--- src/sldrv_pkg.sv ---
// constants shared by the solenoid peak/hold driver
package sldrv_pkg;
  localparam int ADDR_W = 8;
  localparam int DATA_W = 32;
  localparam int NCH = 2;
  localparam int DAC_W = 6;
  localparam int SENSE_W = 8;
  localparam int CMP_W = 11;

  localparam logic [7:0] OFF_REF0 = 8'h00;
  localparam logic [7:0] OFF_REF1 = 8'h04;
  localparam logic [7:0] OFF_STATE = 8'h08;
  localparam logic [7:0] OFF_INT_STAT = 8'h0c;
  localparam logic [7:0] OFF_INT_MASK = 8'h10;

  localparam int REF_PEAK_LSB = 0;
  localparam int REF_HOLD_LSB = 8;
  localparam logic [5:0] PEAK_CODE_RST = 6'h1b;
  localparam logic [5:0] HOLD_CODE_RST = 6'h05;

  localparam int ST_READY = 0;
  localparam int ST_SLEEP_N = 1;
  localparam int ST_HOLD = 3;
  localparam int ST_FAULT = 5;
  localparam int ST_HS = 7;
  localparam int ST_CMP = 9;

  localparam int INT_W = 5;
  localparam int INT_FAULT = 0;
  localparam int INT_HOLD = 2;
  localparam int INT_READY = 4;
  localparam logic [INT_W-1:0] INT_MASK_RST = 5'h00;

  localparam logic [CMP_W-1:0] DAC_STEP_MV = 11'h020;
  localparam int SENSE_GAIN_SHIFT = 3;

  localparam int CLK_PERIOD_NS = 10;
  localparam int CLK_HZ = 1000000000 / CLK_PERIOD_NS;
  localparam int FAST_OSC_HZ = 25000000;
  localparam int FAST_DIV = CLK_HZ / FAST_OSC_HZ;
  localparam int STARTUP_PRESCALE = 4;
  localparam int STARTUP_TIME_US = 2000;
  localparam int STARTUP_TICKS = STARTUP_TIME_US * (FAST_OSC_HZ / 1000) / (STARTUP_PRESCALE * 1000);
  localparam int SLOW_OSC_HZ = 2048;
  localparam int SLOW_DIV = CLK_HZ / SLOW_OSC_HZ;
  localparam int PEAK_TIME_MS = 50;
  localparam int PEAK_TICKS = (PEAK_TIME_MS * SLOW_OSC_HZ + 999) / 1000;
  localparam int BLINK_PRESCALE = 64;
  localparam int BLINK_HZ = 1;
  localparam int BLINK_HALF_TICKS = SLOW_OSC_HZ / BLINK_PRESCALE / (2 * BLINK_HZ);
  localparam int BLANK_TIME_NS = 3000;
  localparam int BLANK_TICKS = (BLANK_TIME_NS * (FAST_OSC_HZ / 1000000) + 999) / 1000;
endpackage

--- src/sldrv_ch_if.sv ---
// signals between the top and one regulation channel
`timescale 1ns/1ps
interface sldrv_ch_if;
  logic startup_ready;
  logic slow_tick;
  logic fast_tick;
  logic blink;
  logic on_req;
  logic fault;
  logic [sldrv_pkg::SENSE_W-1:0] sense_mv;
  logic [sldrv_pkg::DAC_W-1:0] peak_code;
  logic [sldrv_pkg::DAC_W-1:0] hold_code;
  logic channel_sleep_n;
  logic hold_phase;
  logic hold_entered;
  logic hs_drive;
  logic indicator;
  logic comp_out;
  modport ctl (
    output startup_ready, slow_tick, fast_tick, blink, on_req, fault, sense_mv, peak_code, hold_code,
    input channel_sleep_n, hold_phase, hold_entered, hs_drive, indicator, comp_out
  );
  modport chan (
    input startup_ready, slow_tick, fast_tick, blink, on_req, fault, sense_mv, peak_code, hold_code,
    output channel_sleep_n, hold_phase, hold_entered, hs_drive, indicator, comp_out
  );
endinterface

--- src/sldrv_top.sv ---
// two-channel peak/hold solenoid driver with register port and interrupt
`timescale 1ns/1ps
module sldrv_top #(
  parameter int SLOW_DIV = sldrv_pkg::SLOW_DIV,
  parameter int STARTUP_TICKS = sldrv_pkg::STARTUP_TICKS
) (
  input wire logic clk,
  input wire logic rst_n,
  input wire logic [sldrv_pkg::NCH-1:0] on_in,
  input wire logic [sldrv_pkg::NCH-1:0] stage_fault,
  input wire logic [sldrv_pkg::SENSE_W-1:0] sense0_mv,
  input wire logic [sldrv_pkg::SENSE_W-1:0] sense1_mv,
  output logic [sldrv_pkg::NCH-1:0] hs_drive,
  output logic [sldrv_pkg::NCH-1:0] ls_on,
  output logic [sldrv_pkg::NCH-1:0] channel_indicator,
  output logic [sldrv_pkg::NCH-1:0] fault_od_out,
  output logic [sldrv_pkg::NCH-1:0] fault_od_oe,
  output logic irq,
  input wire logic [sldrv_pkg::ADDR_W-1:0] reg_addr,
  input wire logic [sldrv_pkg::DATA_W-1:0] reg_wdata,
  input wire logic reg_we,
  input wire logic reg_re,
  output logic [sldrv_pkg::DATA_W-1:0] reg_rdata
);
  localparam int NCH = sldrv_pkg::NCH;
  localparam int DW = sldrv_pkg::DAC_W;
  localparam int IW = sldrv_pkg::INT_W;

  logic startup_ready;
  logic slow_tick;
  logic fast_tick;
  logic blink;
  logic [NCH-1:0][DW-1:0] peak_code_reg;
  logic [NCH-1:0][DW-1:0] hold_code_reg;
  logic [IW-1:0] int_stat_reg;
  logic [IW-1:0] int_mask_reg;
  logic [IW-1:0] int_set;
  logic [IW-1:0] int_clr;
  logic [NCH-1:0] fault_d_reg;
  logic ready_d_reg;
  logic [NCH-1:0] ls_reg;
  logic [NCH-1:0] fault_oe_reg;
  logic [sldrv_pkg::DATA_W-1:0] rdata_reg;
  logic [sldrv_pkg::DATA_W-1:0] rdata_next;
  logic [NCH-1:0] channel_sleep_n;
  logic [NCH-1:0] hold_phase;
  logic [NCH-1:0] hold_entered;
  logic [NCH-1:0] comp_out;
  logic [NCH-1:0][sldrv_pkg::SENSE_W-1:0] sense_mv;

  // register index decode for the reference writes; the read path decodes reg_addr in its own case
  function automatic logic ref_hit(input logic [sldrv_pkg::ADDR_W-1:0] a, input int idx);
    ref_hit = a == (idx == 0 ? sldrv_pkg::OFF_REF0 : sldrv_pkg::OFF_REF1);
  endfunction

  function automatic logic [sldrv_pkg::DATA_W-1:0] ref_word(input logic [DW-1:0] pk, input logic [DW-1:0] hd);
    logic [sldrv_pkg::DATA_W-1:0] w;
    w = '0;
    w[sldrv_pkg::REF_PEAK_LSB +: DW] = pk;
    w[sldrv_pkg::REF_HOLD_LSB +: DW] = hd;
    ref_word = w;
  endfunction

  assign sense_mv[0] = sense0_mv;
  assign sense_mv[1] = sense1_mv;

  sldrv_timebase #(
    .SLOW_DIV(SLOW_DIV),
    .STARTUP_TICKS(STARTUP_TICKS)
  ) u_timebase (
    .clk(clk),
    .rst_n(rst_n),
    .startup_ready(startup_ready),
    .slow_tick(slow_tick),
    .fast_tick(fast_tick),
    .blink(blink)
  );

  sldrv_ch_if ch_if[NCH] ();

  // identical, independent channels
  genvar g;
  generate
    for (g = 0; g < NCH; g++) begin : g_ch
      assign ch_if[g].startup_ready = startup_ready;
      assign ch_if[g].slow_tick = slow_tick;
      assign ch_if[g].fast_tick = fast_tick;
      assign ch_if[g].blink = blink;
      assign ch_if[g].on_req = on_in[g];
      assign ch_if[g].fault = stage_fault[g];
      assign ch_if[g].sense_mv = sense_mv[g];
      assign ch_if[g].peak_code = peak_code_reg[g];
      assign ch_if[g].hold_code = hold_code_reg[g];
      assign channel_sleep_n[g] = ch_if[g].channel_sleep_n;
      assign hold_phase[g] = ch_if[g].hold_phase;
      assign hold_entered[g] = ch_if[g].hold_entered;
      assign comp_out[g] = ch_if[g].comp_out;
      assign hs_drive[g] = ch_if[g].hs_drive;
      assign channel_indicator[g] = ch_if[g].indicator;
      sldrv_channel u_channel (
        .clk(clk),
        .rst_n(rst_n),
        .ch(ch_if[g].chan)
      );
    end
  endgenerate

  // low side on after startup; fault pins pull low only
  always_ff @(posedge clk or negedge rst_n) begin
    if (!rst_n) begin
      ls_reg <= '0;
      fault_oe_reg <= '0;
    end else begin
      ls_reg <= {NCH{startup_ready}};
      fault_oe_reg <= stage_fault;
    end
  end
  assign ls_on = ls_reg;
  assign fault_od_out = '0;
  assign fault_od_oe = fault_oe_reg;

  // reference settings written by the host
  always_ff @(posedge clk or negedge rst_n) begin
    if (!rst_n) begin
      peak_code_reg <= {NCH{sldrv_pkg::PEAK_CODE_RST}};
      hold_code_reg <= {NCH{sldrv_pkg::HOLD_CODE_RST}};
    end else if (reg_we) begin
      for (int i = 0; i < NCH; i++) begin
        if (ref_hit(reg_addr, i)) begin
          peak_code_reg[i] <= reg_wdata[sldrv_pkg::REF_PEAK_LSB +: DW];
          hold_code_reg[i] <= reg_wdata[sldrv_pkg::REF_HOLD_LSB +: DW];
        end
      end
    end
  end

  // event edges for the interrupt status
  always_ff @(posedge clk or negedge rst_n) begin
    if (!rst_n) begin
      fault_d_reg <= '0;
      ready_d_reg <= 1'b0;
    end else begin
      fault_d_reg <= stage_fault;
      ready_d_reg <= startup_ready;
    end
  end

  always_comb begin
    int_set = '0;
    int_set[sldrv_pkg::INT_FAULT +: NCH] = stage_fault & ~fault_d_reg;
    int_set[sldrv_pkg::INT_HOLD +: NCH] = hold_entered;
    int_set[sldrv_pkg::INT_READY] = startup_ready & ~ready_d_reg;
    int_clr = (reg_we && reg_addr == sldrv_pkg::OFF_INT_STAT) ? reg_wdata[IW-1:0] : '0;
  end

  // sticky status, write one to clear; a new event wins over the clear
  always_ff @(posedge clk or negedge rst_n) begin
    if (!rst_n) begin
      int_stat_reg <= '0;
    end else begin
      int_stat_reg <= (int_stat_reg & ~int_clr) | int_set;
    end
  end

  always_ff @(posedge clk or negedge rst_n) begin
    if (!rst_n) begin
      int_mask_reg <= sldrv_pkg::INT_MASK_RST;
    end else if (reg_we && reg_addr == sldrv_pkg::OFF_INT_MASK) begin
      int_mask_reg <= reg_wdata[IW-1:0];
    end
  end

  assign irq = |(int_stat_reg & int_mask_reg);

  // read data stand only in the cycle after the read strobe
  always_comb begin
    rdata_next = '0;
    if (reg_re) begin
      case (reg_addr)
        sldrv_pkg::OFF_REF0: rdata_next = ref_word(peak_code_reg[0], hold_code_reg[0]);
        sldrv_pkg::OFF_REF1: rdata_next = ref_word(peak_code_reg[1], hold_code_reg[1]);
        sldrv_pkg::OFF_STATE: begin
          rdata_next[sldrv_pkg::ST_READY] = startup_ready;
          rdata_next[sldrv_pkg::ST_SLEEP_N +: NCH] = channel_sleep_n;
          rdata_next[sldrv_pkg::ST_HOLD +: NCH] = hold_phase;
          rdata_next[sldrv_pkg::ST_FAULT +: NCH] = stage_fault;
          rdata_next[sldrv_pkg::ST_HS +: NCH] = hs_drive;
          rdata_next[sldrv_pkg::ST_CMP +: NCH] = comp_out;
        end
        sldrv_pkg::OFF_INT_STAT: rdata_next[IW-1:0] = int_stat_reg;
        sldrv_pkg::OFF_INT_MASK: rdata_next[IW-1:0] = int_mask_reg;
        default: rdata_next = '0;
      endcase
    end
  end

  always_ff @(posedge clk or negedge rst_n) begin
    if (!rst_n) begin
      rdata_reg <= '0;
    end else begin
      rdata_reg <= rdata_next;
    end
  end
  assign reg_rdata = rdata_reg;

  // cycles in a row with the switch on while the comparator reads above reference
  localparam int COMP_HI_MAX = sldrv_pkg::BLANK_TICKS * sldrv_pkg::FAST_DIV + 4;
  logic [9:0] comp_hi_cnt_reg;

  always_ff @(posedge clk or negedge rst_n) begin
    if (!rst_n) begin
      comp_hi_cnt_reg <= 10'h000;
    end else if (!(hs_drive[0] && comp_out[0])) begin
      comp_hi_cnt_reg <= 10'h000;
    end else if (comp_hi_cnt_reg != 10'h3ff) begin
      comp_hi_cnt_reg <= comp_hi_cnt_reg + 10'h001;
    end
  end
endmodule

--- src/sldrv_timebase.sv ---
// oscillator dividers, startup counter and slow blink generator
`timescale 1ns/1ps
module sldrv_timebase #(
  parameter int SLOW_DIV = sldrv_pkg::SLOW_DIV,
  parameter int STARTUP_TICKS = sldrv_pkg::STARTUP_TICKS
) (
  input wire logic clk,
  input wire logic rst_n,
  output logic startup_ready,
  output logic slow_tick,
  output logic fast_tick,
  output logic blink
);
  localparam int SW = $clog2(STARTUP_TICKS + 1);
  localparam int DW = $clog2(SLOW_DIV + 1);
  logic [1:0] fast_oscillator_reg;
  logic [1:0] prescale_reg;
  logic [SW-1:0] startup_counter_reg;
  logic [DW-1:0] slow_oscillator_reg;
  logic [5:0] div64_reg;
  logic [3:0] blink_cnt_reg;
  logic ready_reg;
  logic blink_reg;
  logic start_tick;
  logic slow64_tick;

  assign fast_tick = fast_oscillator_reg == 2'(sldrv_pkg::FAST_DIV - 1);
  assign start_tick = fast_tick && prescale_reg == 2'(sldrv_pkg::STARTUP_PRESCALE - 1);
  assign slow_tick = slow_oscillator_reg == DW'(SLOW_DIV - 1);
  assign slow64_tick = slow_tick && div64_reg == 6'(sldrv_pkg::BLINK_PRESCALE - 1);
  assign startup_ready = ready_reg;
  assign blink = blink_reg;

  // fast oscillator and its divided-by-4 startup clock
  always_ff @(posedge clk or negedge rst_n) begin
    if (!rst_n) begin
      fast_oscillator_reg <= 2'h0;
      prescale_reg <= 2'h0;
    end else begin
      fast_oscillator_reg <= fast_tick ? 2'h0 : fast_oscillator_reg + 2'h1;
      if (fast_tick) begin
        prescale_reg <= prescale_reg + 2'h1;
      end
    end
  end

  // startup counter holds ready low, then gives one rising edge
  always_ff @(posedge clk or negedge rst_n) begin
    if (!rst_n) begin
      startup_counter_reg <= '0;
      ready_reg <= 1'b0;
    end else if (!ready_reg && start_tick) begin
      if (startup_counter_reg == SW'(STARTUP_TICKS - 1)) begin
        ready_reg <= 1'b1;
      end else begin
        startup_counter_reg <= startup_counter_reg + SW'(1);
      end
    end
  end

  // slow oscillator, divide by 64, then toggle for the blink square wave
  always_ff @(posedge clk or negedge rst_n) begin
    if (!rst_n) begin
      slow_oscillator_reg <= '0;
      div64_reg <= 6'h00;
      blink_cnt_reg <= 4'h0;
      blink_reg <= 1'b0;
    end else begin
      slow_oscillator_reg <= slow_tick ? '0 : slow_oscillator_reg + DW'(1);
      if (slow_tick) begin
        div64_reg <= div64_reg + 6'h01;
      end
      if (slow64_tick) begin
        if (blink_cnt_reg == 4'(sldrv_pkg::BLINK_HALF_TICKS - 1)) begin
          blink_cnt_reg <= 4'h0;
          blink_reg <= ~blink_reg;
        end else begin
          blink_cnt_reg <= blink_cnt_reg + 4'h1;
        end
      end
    end
  end
endmodule

--- src/sldrv_channel.sv ---
// one peak/hold current regulation channel
`timescale 1ns/1ps
module sldrv_channel #(
  parameter int PEAK_TICKS = sldrv_pkg::PEAK_TICKS,
  parameter int BLANK_TICKS = sldrv_pkg::BLANK_TICKS
) (
  input wire logic clk,
  input wire logic rst_n,
  sldrv_ch_if.chan ch
);
  typedef enum logic [2:0] {
    SW_OFF = 3'b001,
    SW_DRIVE = 3'b010,
    SW_FREEWHEEL = 3'b100
  } sldrv_sw_e;

  localparam int CW = sldrv_pkg::CMP_W;
  sldrv_sw_e state_reg;
  sldrv_sw_e state_next;
  logic [7:0] peak_cnt_reg;
  logic hold_reg;
  logic [6:0] blank_cnt_reg;
  logic hs_reg;
  logic ind_reg;
  logic active;
  logic blank_done;
  logic peak_end;
  logic [sldrv_pkg::DAC_W-1:0] ref_code;
  logic [CW-1:0] ref_mv;
  logic [CW-1:0] sense_amp;
  logic coil_current_comparator;

  assign ch.channel_sleep_n = ~(ch.startup_ready & ch.on_req);
  assign active = ~ch.channel_sleep_n;
  assign peak_end = active && !hold_reg && ch.slow_tick && peak_cnt_reg == 8'(PEAK_TICKS - 1);
  assign ref_code = hold_reg ? ch.hold_code : ch.peak_code;
  assign ref_mv = CW'(ref_code) * sldrv_pkg::DAC_STEP_MV;
  assign sense_amp = CW'(ch.sense_mv) << sldrv_pkg::SENSE_GAIN_SHIFT;
  assign coil_current_comparator = sense_amp >= ref_mv;
  assign blank_done = blank_cnt_reg == 7'(BLANK_TICKS);
  assign ch.hold_phase = hold_reg;
  assign ch.hold_entered = peak_end;
  assign ch.hs_drive = hs_reg;
  assign ch.indicator = ind_reg;
  assign ch.comp_out = coil_current_comparator;

  // peak timer restarts on each activation
  always_ff @(posedge clk or negedge rst_n) begin
    if (!rst_n) begin
      peak_cnt_reg <= 8'h00;
      hold_reg <= 1'b0;
    end else if (!active) begin
      peak_cnt_reg <= 8'h00;
      hold_reg <= 1'b0;
    end else if (peak_end) begin
      hold_reg <= 1'b1;
    end else if (!hold_reg && ch.slow_tick) begin
      peak_cnt_reg <= peak_cnt_reg + 8'h01;
    end
  end

  // comparator is ignored during blanking after each switch-on
  always_ff @(posedge clk or negedge rst_n) begin
    if (!rst_n) begin
      blank_cnt_reg <= 7'h00;
    end else if (state_reg != SW_DRIVE) begin
      blank_cnt_reg <= 7'h00;
    end else if (!blank_done && ch.fast_tick) begin
      blank_cnt_reg <= blank_cnt_reg + 7'h01;
    end
  end

  always_comb begin
    state_next = state_reg;
    case (state_reg)
      SW_OFF: begin
        if (active) begin
          state_next = SW_DRIVE;
        end
      end
      SW_DRIVE: begin
        if (!active) begin
          state_next = SW_OFF;
        end else if (blank_done && coil_current_comparator) begin
          state_next = SW_FREEWHEEL;
        end
      end
      SW_FREEWHEEL: begin
        if (!active) begin
          state_next = SW_OFF;
        end else if (!coil_current_comparator) begin
          state_next = SW_DRIVE;
        end
      end
      default: state_next = SW_OFF;
    endcase
  end

  always_ff @(posedge clk or negedge rst_n) begin
    if (!rst_n) begin
      state_reg <= SW_OFF;
      hs_reg <= 1'b0;
    end else begin
      state_reg <= state_next;
      hs_reg <= state_next == SW_DRIVE;
    end
  end

  // status pin: sleep level normally, blink on fault
  always_ff @(posedge clk or negedge rst_n) begin
    if (!rst_n) begin
      ind_reg <= 1'b1;
    end else begin
      ind_reg <= ch.fault ? ch.blink : ch.channel_sleep_n;
    end
  end
endmodule

--- config.mk ---
export PLATFORM = sky130hd
export DESIGN_NAME = sldrv_top
export DESIGN_NICKNAME = d
export VERILOG_FILES = /design/src/sldrv_pkg.sv /design/src/sldrv_ch_if.sv /design/src/sldrv_top.sv /design/src/sldrv_timebase.sv /design/src/sldrv_channel.sv
export SDC_FILE = /design/constraint.sdc
export NUM_CORES = 1
export LEC_CHECK = 0
export ABC_AREA = 1
export BUFFER_PORTS_ARGS = -buffer_cell sky130_fd_sc_hd__buf_2
export CAP_MARGIN = 15
export CORE_MARGIN = 2
export CORE_UTILIZATION = 45
export CTS_BUF_LIST = sky130_fd_sc_hd__clkbuf_4 sky130_fd_sc_hd__clkbuf_8 sky130_fd_sc_hd__clkbuf_16
export CTS_CLUSTER_DIAMETER = 200
export DETAILED_ROUTE_END_ITERATION = 16
export PLACE_DENSITY = 0.68
export SYNTH_ARGS = -nofsm -noshare
export SYNTH_HDL_FRONTEND = slang
export SYNTH_SLANG_ARGS = --single-unit
export TNS_END_PERCENT = 50
--- constraint.sdc ---
create_clock -name clk -period 4.68 [get_ports clk]
set_clock_uncertainty 0.1 [all_clocks]
set_input_delay 0.702 -clock clk [delete_from_list [all_inputs] [get_ports clk]]
set_output_delay 0.702 -clock clk [all_outputs]
set_load 0.02 [all_outputs]
Word-level counts from Yosys, hierarchy flattened. Cells that the tools add are included.

Memory bits (writable): 0. Input bits: 64. Memories kept: 0. Latch bits: 0. Logic and storage cells: 157. Output and inout bits: 43. Register bits after elaboration: 158. Memory bits (read-only): 0.

$mul: 0. Shifts and indexed selects: 0. Bitwise logic cells: 14. $add $sub $neg: 10. Divide/modulo/power cells: 0. Multiplexer cells: 38. Magnitude comparators: 2. Equal/unequal tests: 30. Reduce and logical (&&, ||, !) cells: 33.

Operator list (count): $mux 8 (6); $mux 3 (10); $mux 7 (4); $pmux 5 s5 (1); $ge 11x11->1 (2); $pmux 3 s3 (2); $pmux 6 s3 (1); $logic_and 1x1->1 (17); $add 16x1->16 const B (1); $add 8x1->8 const B (2); $eq 16x16->1 const B (1); $eq 8x4->1 const B (2); $eq 8x7->1 const B (2); $mux 16 (1); $add 14x1->14 const B (1); $add 7x1->7 const B (2); $eq 14x14->1 const B (1); $eq 7x7->1 const B (2); $mux 14 (1); $reduce_and 2->1 (7); $eq 3x2->1 const B (4); $mux 6 (2); $ne 2x2->1 const B (6); $and 5x5->5 (2); other kinds (26) (47).

Depth between registers and ports, before layout. Gate-level depths: netlist of the first run.

Depth after elaboration: 7. Depth in mapped cells: 14. Mapped depth without buffers: 13.

Cells and area by module. Synthesis of the first run repeated with hierarchy kept, for this count alone.

Cells, all modules: 1030. Area total of the unflattened synthesis: 7956.4 um2.

Modules (own cells, without submodules): sldrv_channel (area an instance 1373.8 um2, sequential area each 528.0 um2, cells each 184, times used 2); sldrv_top (area an instance 2620.0 um2, sequential area each 1291.2 um2, cells each 312, times used 1); sldrv_timebase (area an instance 2588.7 um2, sequential area each 1151.1 um2, cells each 350, times used 1).

Least setup slack after synthesis of the first run. No wires, ideal clock.

Path kind: input-to-reg. Start: input port reg_addr[0] (netlist bit). End: register peak_code_reg, in the netlist ch_if[1].peak_code[2]. Data required time: 4.459 ns. Library setup time: 0.121 ns. Arrival time: 1.584 ns. Buffers on the path: 1. Cell stages on the path: 7. Slack: 2.875 ns. Path through: inv_1 > nand2_1 > nor4_4 > nand2_2 > buf_6 > nand2_1 > o21ai_1.

Word-level cells in the longest chain between the ends: 2.

Ends and longest elaborated chain: start: declaration (RTL line sldrv_top.sv:19) `input wire logic [sldrv_pkg::ADDR_W-1:0] reg_addr,`; $eq 8x3->1 (RTL line sldrv_top.sv:53) `ref_hit = a == (idx == 0 ? sldrv_pkg::OFF_REF0 : sldrv_pkg::OFF_REF1);`; $reduce_and 2->1 (no source line); end signal: assignment (RTL line sldrv_top.sv:125) `peak_code_reg <= {NCH{sldrv_pkg::PEAK_CODE_RST}};`; end signal: indexed assignment (RTL line sldrv_top.sv:130) `peak_code_reg[i] <= reg_wdata[sldrv_pkg::REF_PEAK_LSB +: DW];`; end: declaration (RTL line sldrv_top.sv:33) `logic [NCH-1:0][DW-1:0] peak_code_reg;`.

No other way between the ends. A chain may end at the register's enable or synchronous reset.

Worst setup path after layout of the first run.
Start: register g_ch[0].u_channel.hold_reg. End: register g_ch[0].u_channel.hs_reg.

Word-level cells in the longest chain between the ends: 7. Elaborated cells on any way between the ends: 9. Classes of those cells: order compare: 1; eq/ne: 1; mux: 6; reduce/logical: 1.

Ends and longest elaborated chain: start: declaration (RTL line sldrv_channel.sv:21) `logic hold_reg;`; start signal: assignment (RTL line sldrv_channel.sv:51) `hold_reg <= 1'b0;`; start signal: assignment (RTL line sldrv_channel.sv:54) `hold_reg <= 1'b0;`; start signal: assignment (RTL line sldrv_channel.sv:56) `hold_reg <= 1'b1;`; $mux 6 * (RTL line sldrv_channel.sv:36) `assign ref_code = hold_reg ? ch.hold_code : ch.peak_code;`; $ge 11x11->1 * (RTL line sldrv_channel.sv:39) `assign coil_current_comparator = sense_amp >= ref_mv;`; $logic_and 1x1->1 (RTL line sldrv_channel.sv:84) `end else if (blank_done && coil_current_comparator) begin`; $mux 3 (RTL line sldrv_channel.sv:84); $mux 3 (RTL line sldrv_channel.sv:82) `if (!active) begin`; $pmux 3 s3 * (RTL line sldrv_channel.sv:75) `case (state_reg)`; $eq 3x2->1 * (RTL line sldrv_channel.sv:105) `hs_reg <= state_next == SW_DRIVE;`; end signal: assignment (RTL line sldrv_channel.sv:102) `hs_reg <= 1'b0;`; end signal: assignment (RTL line sldrv_channel.sv:105); end: declaration (RTL line sldrv_channel.sv:23) `logic hs_reg;`.

Every way passes the cells marked *; elsewhere a longest branch is shown, timed or not.

==> flow_summary.json, run 1 <==
{
  "status": "finished clean",
  "slew_viol_final": 0,
  "numPortBuffers": 66,
  "p_seq_share_pct": 43.7,
  "power_frac_comb_pct": 4.6,
  "cts-root-buf": "clkbuf_16",
  "coreArea_sq_um": 16600,
  "grt_max_degree": 107,
  "cts_resized": 0,
  "post_cts.repair.setup_buffers": 0,
  "cts_sinks": 139,
  "hp-class": "in -> async",
  "top_layer": "met4",
  "cts_htree_levels": 4,
  "routed_via_density": 4.96,
  "gp_congestion": 0.864,
  "tightestPinTransition_ns": 0.964,
  "grt_pass1_vias": 5678,
  "ys_ff_latch": 139,
  "ir_drop_mv": 0.296,
  "crit_required_ns": 4.91,
  "filler_cell_count": 1609,
  "die_h_um": 135,
  "syn_to_final_growth_pct": 13.8,
  "met3WireLength_um": 773,
  "finalCritPeriodShare_pct": 49.1,
  "drive_above_1_share_pct": 14.1,
  "cts_tree": "done",
  "maxCapViolCount": 0,
  "multi_input_area_sq_um": 3530,
  "pin_count": 107,
  "synthArstFlopShare_pct": 100,
  "rsz0062_at_grt": "false",
  "syn_area_sq_um": 7680,
  "max_freq_mhz": 435,
  "yosysUniqueCellTypes": 42,
  "swShare_pct": 21.9,
  "drc": 0,
  "synth_cells": 955,
  "pre_cts_ws_ns": 2.14,
  "grt_pass1_wl_um": 27900,
  "p_leak_nw": 4.48,
  "fp.dieW_um": 135,
  "cp_data_arrival_time_ns": 2.52,
  "synth_area_per_cell_sq_um": 8.04,
  "cp-start-kind": "register",
  "synth_edf_count": 0,
  "yosysSeqAreaShare_pct": 45.6,
  "grt_overflow": 0,
  "drtIter0Drc": 447,
  "nNetsFinal": 1107,
  "initial_core_util_pct": 46.1,
  "synth_warnings": 0,
  "diodes": 0,
  "maxSlewHeadroom_pct": 35.7,
  "grt_use_total_pct": 19.4,
  "wirelength_um": 16800,
  "p_int_mw": 2.21,
  "layout_setup_ws_ns": 2.38,
  "synth_ff_type": "dfrtp_1",
  "cts_inserted_buffers": 17,
  "hold_buffers": 0,
  "period_needed_ns": 2.30,
  "powerDensity_nw_per_um2": 323,
  "crit_type": "reg -> reg",
  "cts_buffer_depth": 2,
  "regArea_sq_um": 3500,
  "dp_hpwl_um": 12100,
  "clock_latency_ns": 0.42,
  "clk_pin_slew_ns": 0.06,
  "wl_met1_um": 8010,
  "critPathCaptureType": "register",
  "vias": 6205,
  "setup_tns_ns": 0,
  "hold_viol": 0,
  "die-area_sq_um": 18100,
  "utilization_pct": 52.5,
  "first_pass_iters": 5,
  "antenna_found_initial": 0,
  "wl_met2_um": 7620,
  "p_clk_share_pct": 51.8,
  "wl_per_cell_um": 13.4,
  "setup_viol": 0,
  "fp-row-count": 47,
  "cp_max_fo": 9,
  "ant_nets": 0,
  "p_switching_mw": 0.619
}
==> critical path, cell delays in order, from the launching register on <==
cell	delay [ns]
dfrtp_1	0.73
mux2i_1	0.32
ha_1	0.29
nand2_1	0.09
inv_1	0.04
a21oi_1	0.17
nand2_1	0.11
nand2_1	0.08
nand2_1	0.06
a21oi_1	0.22
==> cell usage in the layout, fill, tap and decap left out, types with 2 or more instances in the layout <==
master / instances
or2_2: 2
nand2_2: 5
buf_4: 2
ha_1: 24
nor2_2: 5
nand2_1: 263
inv_1: 111
clkbuf_16: 17
nand3b_1: 2
clkbuf_8: 3
mux2i_1: 10
nor3_1: 16
clkinv_2: 2
dfstp_2: 16
nand2_4: 3
nand3_2: 2
xor2_1: 30
a31oi_1: 2
o21ai_1: 20
a21oi_1: 18
nor2_1: 73
inv_2: 3
nand4_1: 26
nor3_2: 2
clkbuf_4: 2
conb_1: 20
bufinv_16: 4
o31ai_1: 4
o21ai_0: 37
nand3_1: 88
clkinv_4: 3
nor3b_1: 3
xnor2_1: 13
dfrtp_1: 123
buf_2: 65
==> cell type report <==
cell class                 count  area share, %
inverter                     115           4.94
clock buffer                  22           5.51
sequential                   139           40.0
clock inverter                10           1.88
multi-input combinational    678           40.4
tap                          220           3.15
timing repair buffer          68           4.02
==> cells by family (layout without fill, tap and decap cells) <==
| group | after synthesis | in the layout | synth area share [%] |
|---|---|---|---|
| AOI/OAI and AO/OA | 83 | 83 | 5.65 |
| muxes | 11 | 11 | 1.45 |
| DFF | 139 | 139 | 45.6 |
| xor gates and xnor gates | 43 | 43 | 4.90 |
| other | 1 | 20 | 0.0488 |
| adders and majority gates | 24 | 24 | 3.91 |
| and+or+nand+nor | 497 | 497 | 29.1 |
| buffers and inverters | 157 | 215 | 9.37 |
==> metal layers <==
layer / up-vias / global-route usage, %
li1: 3153 / -
met1: 2875 / 27.1
met3: 31 / 3.83
met4: 0 / 6.96
met2: 146 / 30.1
met5: - / 0
==> through the flow <==
| stage | hold slack (ns) | std cells | instance area, sq um | power (mW) |
|---|---|---|---|---|
| after CTS | 0.284 | 1252 | 8740 | 2.85 |
| after floorplan | 0.303 | 974 | 7750 | 1.33 |
| after detailed placement | 0.322 | 1220 | 8090 | 1.39 |
| final | 0.273 | 1252 | 8740 | 2.83 |
| after global routing | 0.296 | 1252 | 8740 | 2.91 |
| after global placement | 0.313 | 1220 | 8090 | 1.38 |
==> worst paths after layout <==
check,from,endpoint,slack [ns],depth (start not counted)
min reg2reg,u_timebase.fast_oscillator_reg[0],u_timebase.fast_oscillator_reg[0],0.32,1
max in group asynchronous,rst_n,u_timebase.blink_cnt_reg[1],3.19,2
min,rst_n,fault_d_reg[1],0.27,1
min in group clk,stage_fault[0],fault_d_reg[0],0.30,1
max,g_ch[0].u_channel.ch.hold_phase,g_ch[0].u_channel.ch.hs_drive,2.38,9
max reg2reg,g_ch[0].u_channel.ch.hold_phase,g_ch[0].u_channel.ch.hs_drive,2.38,9
==> synth_stat cells, drive strengths merged (3+ instances only) <==
| cell | n | area share, % |
|---|---|---|
| a21oi | 18 | 1.2 |
| buf | 38 | 3.6 |
| clkbuf | 4 | 0.20 |
| dfrtp | 123 | 40 |
| dfstp | 16 | 5.5 |
| ha | 24 | 3.9 |
| inv | 114 | 5.6 |
| mux2i | 10 | 1.3 |
| nand2 | 271 | 14 |
| nand3 | 90 | 6.0 |
| nand4 | 28 | 2.6 |
| nor2 | 80 | 4.4 |
| nor3 | 18 | 1.3 |
| nor3b | 3 | 0.29 |
| o21ai | 57 | 3.7 |
| o31ai | 4 | 0.39 |
| or2 | 3 | 0.24 |
| xnor2 | 13 | 1.5 |
| xor2 | 30 | 3.4 |
==> power by group through the flow <==
stage / logic [mW] / registers (mW) / clock network (mW)
2_1_floorplan: 0.0785 / 1.25 / 0
6_report: 0.129 / 1.23 / 1.46
3_5_place_dp: 0.131 / 1.25 / 0
5_1_grt: 0.147 / 1.23 / 1.53
3_3_place_gp: 0.129 / 1.25 / 0
4_1_cts: 0.132 / 1.23 / 1.48
No activity file was read; power rests on OpenSTA's default activity.
==> run 2: changes to the inputs <==
clock period = 2.2 ns   (was 4.68 ns; I/O delays follow)
==> flow_summary.json, run 2 (same netlist as run 1, synthesis figures left out) <==
{
  "coreArea_sq_um": 16600,
  "numPortBuffers": 66,
  "nNetsFinal": 1123,
  "top_layer": "met4",
  "crit_required_ns": 2.45,
  "period_needed_ns": 1.99,
  "drc": 0,
  "fp.dieW_um": 135,
  "maxCapViolCount": 0,
  "routed_via_density": 4.89,
  "wirelength_um": 17100,
  "maxSlewHeadroom_pct": 60.3,
  "cts_tree": "done",
  "pin_count": 107,
  "wl_per_cell_um": 13.5,
  "cpMaxStageDelayCell": "dfrtp_1",
  "cts_sinks": 139,
  "status": "finished clean",
  "met3WireLength_um": 655,
  "tightestPinTransition_ns": 0.591,
  "cp-start-kind": "register",
  "drtIter0Drc": 435,
  "vias": 6204,
  "critPathCaptureType": "register",
  "cp_cell_sequence": "mux2i_1 > ha_1 > nand2_1 > inv_1 > a21oi_1 > nand2_1 > nand2_1 > nand2_1 > a21oi_1",
  "ir_drop_mv": 0.542,
  "slew_viol_final": 0,
  "wl_met2_um": 7970,
  "final_area_sq_um": 8850,
  "hp-class": "in -> reg",
  "wl_met1_um": 8300,
  "dp_hpwl_um": 12700,
  "cp_data_arrival_time_ns": 2.24,
  "syn_to_final_growth_pct": 15.2,
  "first_pass_iters": 7,
  "drive_above_1_share_pct": 15.1,
  "holdPathStages": 3,
  "p_leak_nw": 4.54,
  "grt_pass1_wl_um": 28400,
  "cts_inserted_buffers": 17,
  "grt_max_degree": 45,
  "fp-row-count": 47,
  "setup_tns_ns": 0,
  "finalCritPeriodShare_pct": 90.5,
  "die-area_sq_um": 18100,
  "diodes": 0,
  "post_cts.repair.setup_buffers": 0,
  "cts-root-buf": "clkbuf_16",
  "worst_r2r_path_depth": 9,
  "antenna_found_initial": 0,
  "final_cell_mix": "263 x nand2_1, 123 x dfrtp_1, 111 x inv_1",
  "grt_pass1_vias": 5769,
  "setup_viol": 0,
  "cp_max_fo": 8,
  "die_h_um": 135,
  "max_freq_mhz": 502,
  "cts_buffer_depth": 2,
  "layout_commonest_cell": "nand2_1",
  "initial_core_util_pct": 46.1,
  "cts_htree_levels": 4,
  "grt_overflow": 0,
  "clock_latency_ns": 0.42,
  "grt_use_total_pct": 19.9,
  "place_area_sq_um": 8210,
  "cp_slowest_stage_delay_ns": 0.59,
  "gp_congestion": 0.838,
  "critPathMostFrequentCell": "nand2_1",
  "rsz0062_at_grt": "false",
  "crit_type": "reg -> reg",
  "hold_viol": 0,
  "ant_nets": 0,
  "powerDensity_nw_per_um2": 662,
  "clk_pin_slew_ns": 0.06
}
-- run 2: cell types whose count changed in the layout (fill, tap and decap cells not counted), moves of 2 or more --
cell,previous run,this run
dlygate4sd3_1,0,3
clkinvlp_4,1,3
clkbuf_8,3,1
buf_4,2,13
buf_12,0,2
clkinv_4,3,1
-- run 2: final cells by class --
type                            count  area (sq um)
Clock buffer                       21           462
Clock inverter                     11           145
Fill cell                        1602          7790
Inverter                          115           432
Multi-Input combinational cell    678          3530
Sequential cell                   139          3500
Tap cell                          220           275
Timing Repair Buffer               84           504
-- run 2: timing repair --
item                                   CTS  global route
gates resized for setup                  0             0
hold buffers                             3             0
endpoints found under the hold margin   35             0
-- run 2: layer usage --
layer / global-route usage [%] / up-vias
li1: - / 3185
met1: 27.7 / 2891
met2: 31.6 / 116
met3: 4.43 / 12
met4: 5.44 / 0
met5: 0 / -
-- run 2: path summary, 6_finish.rpt --
kind,from,end,slack (ns)
max in group asynchronous,rst_n,g_ch[1].u_channel.state_reg[0],1.09
min in group asynchronous,rst_n,u_timebase.slow_oscillator_reg[9],0.30
max reg2reg,g_ch[0].u_channel.ch.hold_phase,g_ch[0].u_channel.ch.hs_drive,0.21
max,g_ch[0].u_channel.ch.hold_phase,g_ch[0].u_channel.ch.hs_drive,0.21
min reg2reg,u_timebase.fast_oscillator_reg[0],u_timebase.fast_oscillator_reg[0],0.33
min,reg_re,reg_rdata[8],0.03
-- run 2: worst max-delay path, delay by kind of cell, from the launching register on --
family | cells | cell delay, ns
AND/OR/NAND/NOR | 4 | 0.32
multiplexers | 1 | 0.27
flip-flops | 1 | 0.59
adder cells (fa/ha/maj) | 1 | 0.27
AO/OA/AOI/OAI | 2 | 0.32
buffers and inverters | 1 | 0.04
-- run 2: power by group --
| part | internal (mW) | total, mW | switching, mW |
|---|---|---|---|
| Combinational | 0.0928 | 0.292 | 0.199 |
| Sequential | 2.60 | 2.62 | 0.0260 |
| Clock | 1.85 | 2.94 | 1.09 |
| Total | 4.54 | 5.86 | 1.32 |
-- run 2: metrics by stage --
stage	power (mW)	cells	util [%]	hold WS, ns	setup WS, ns
final	5.86	1268	53.2	0.0266	0.209
after global routing	6.05	1268	53.2	0.0571	0.0540
after CTS	5.90	1268	53.2	0.0155	0.188
after detailed placement	2.96	1233	49.3	0.184	0.236
after global placement	2.95	1233	49.3	0.184	0.230
after floorplan	2.83	974	-	-0.0656	0.419
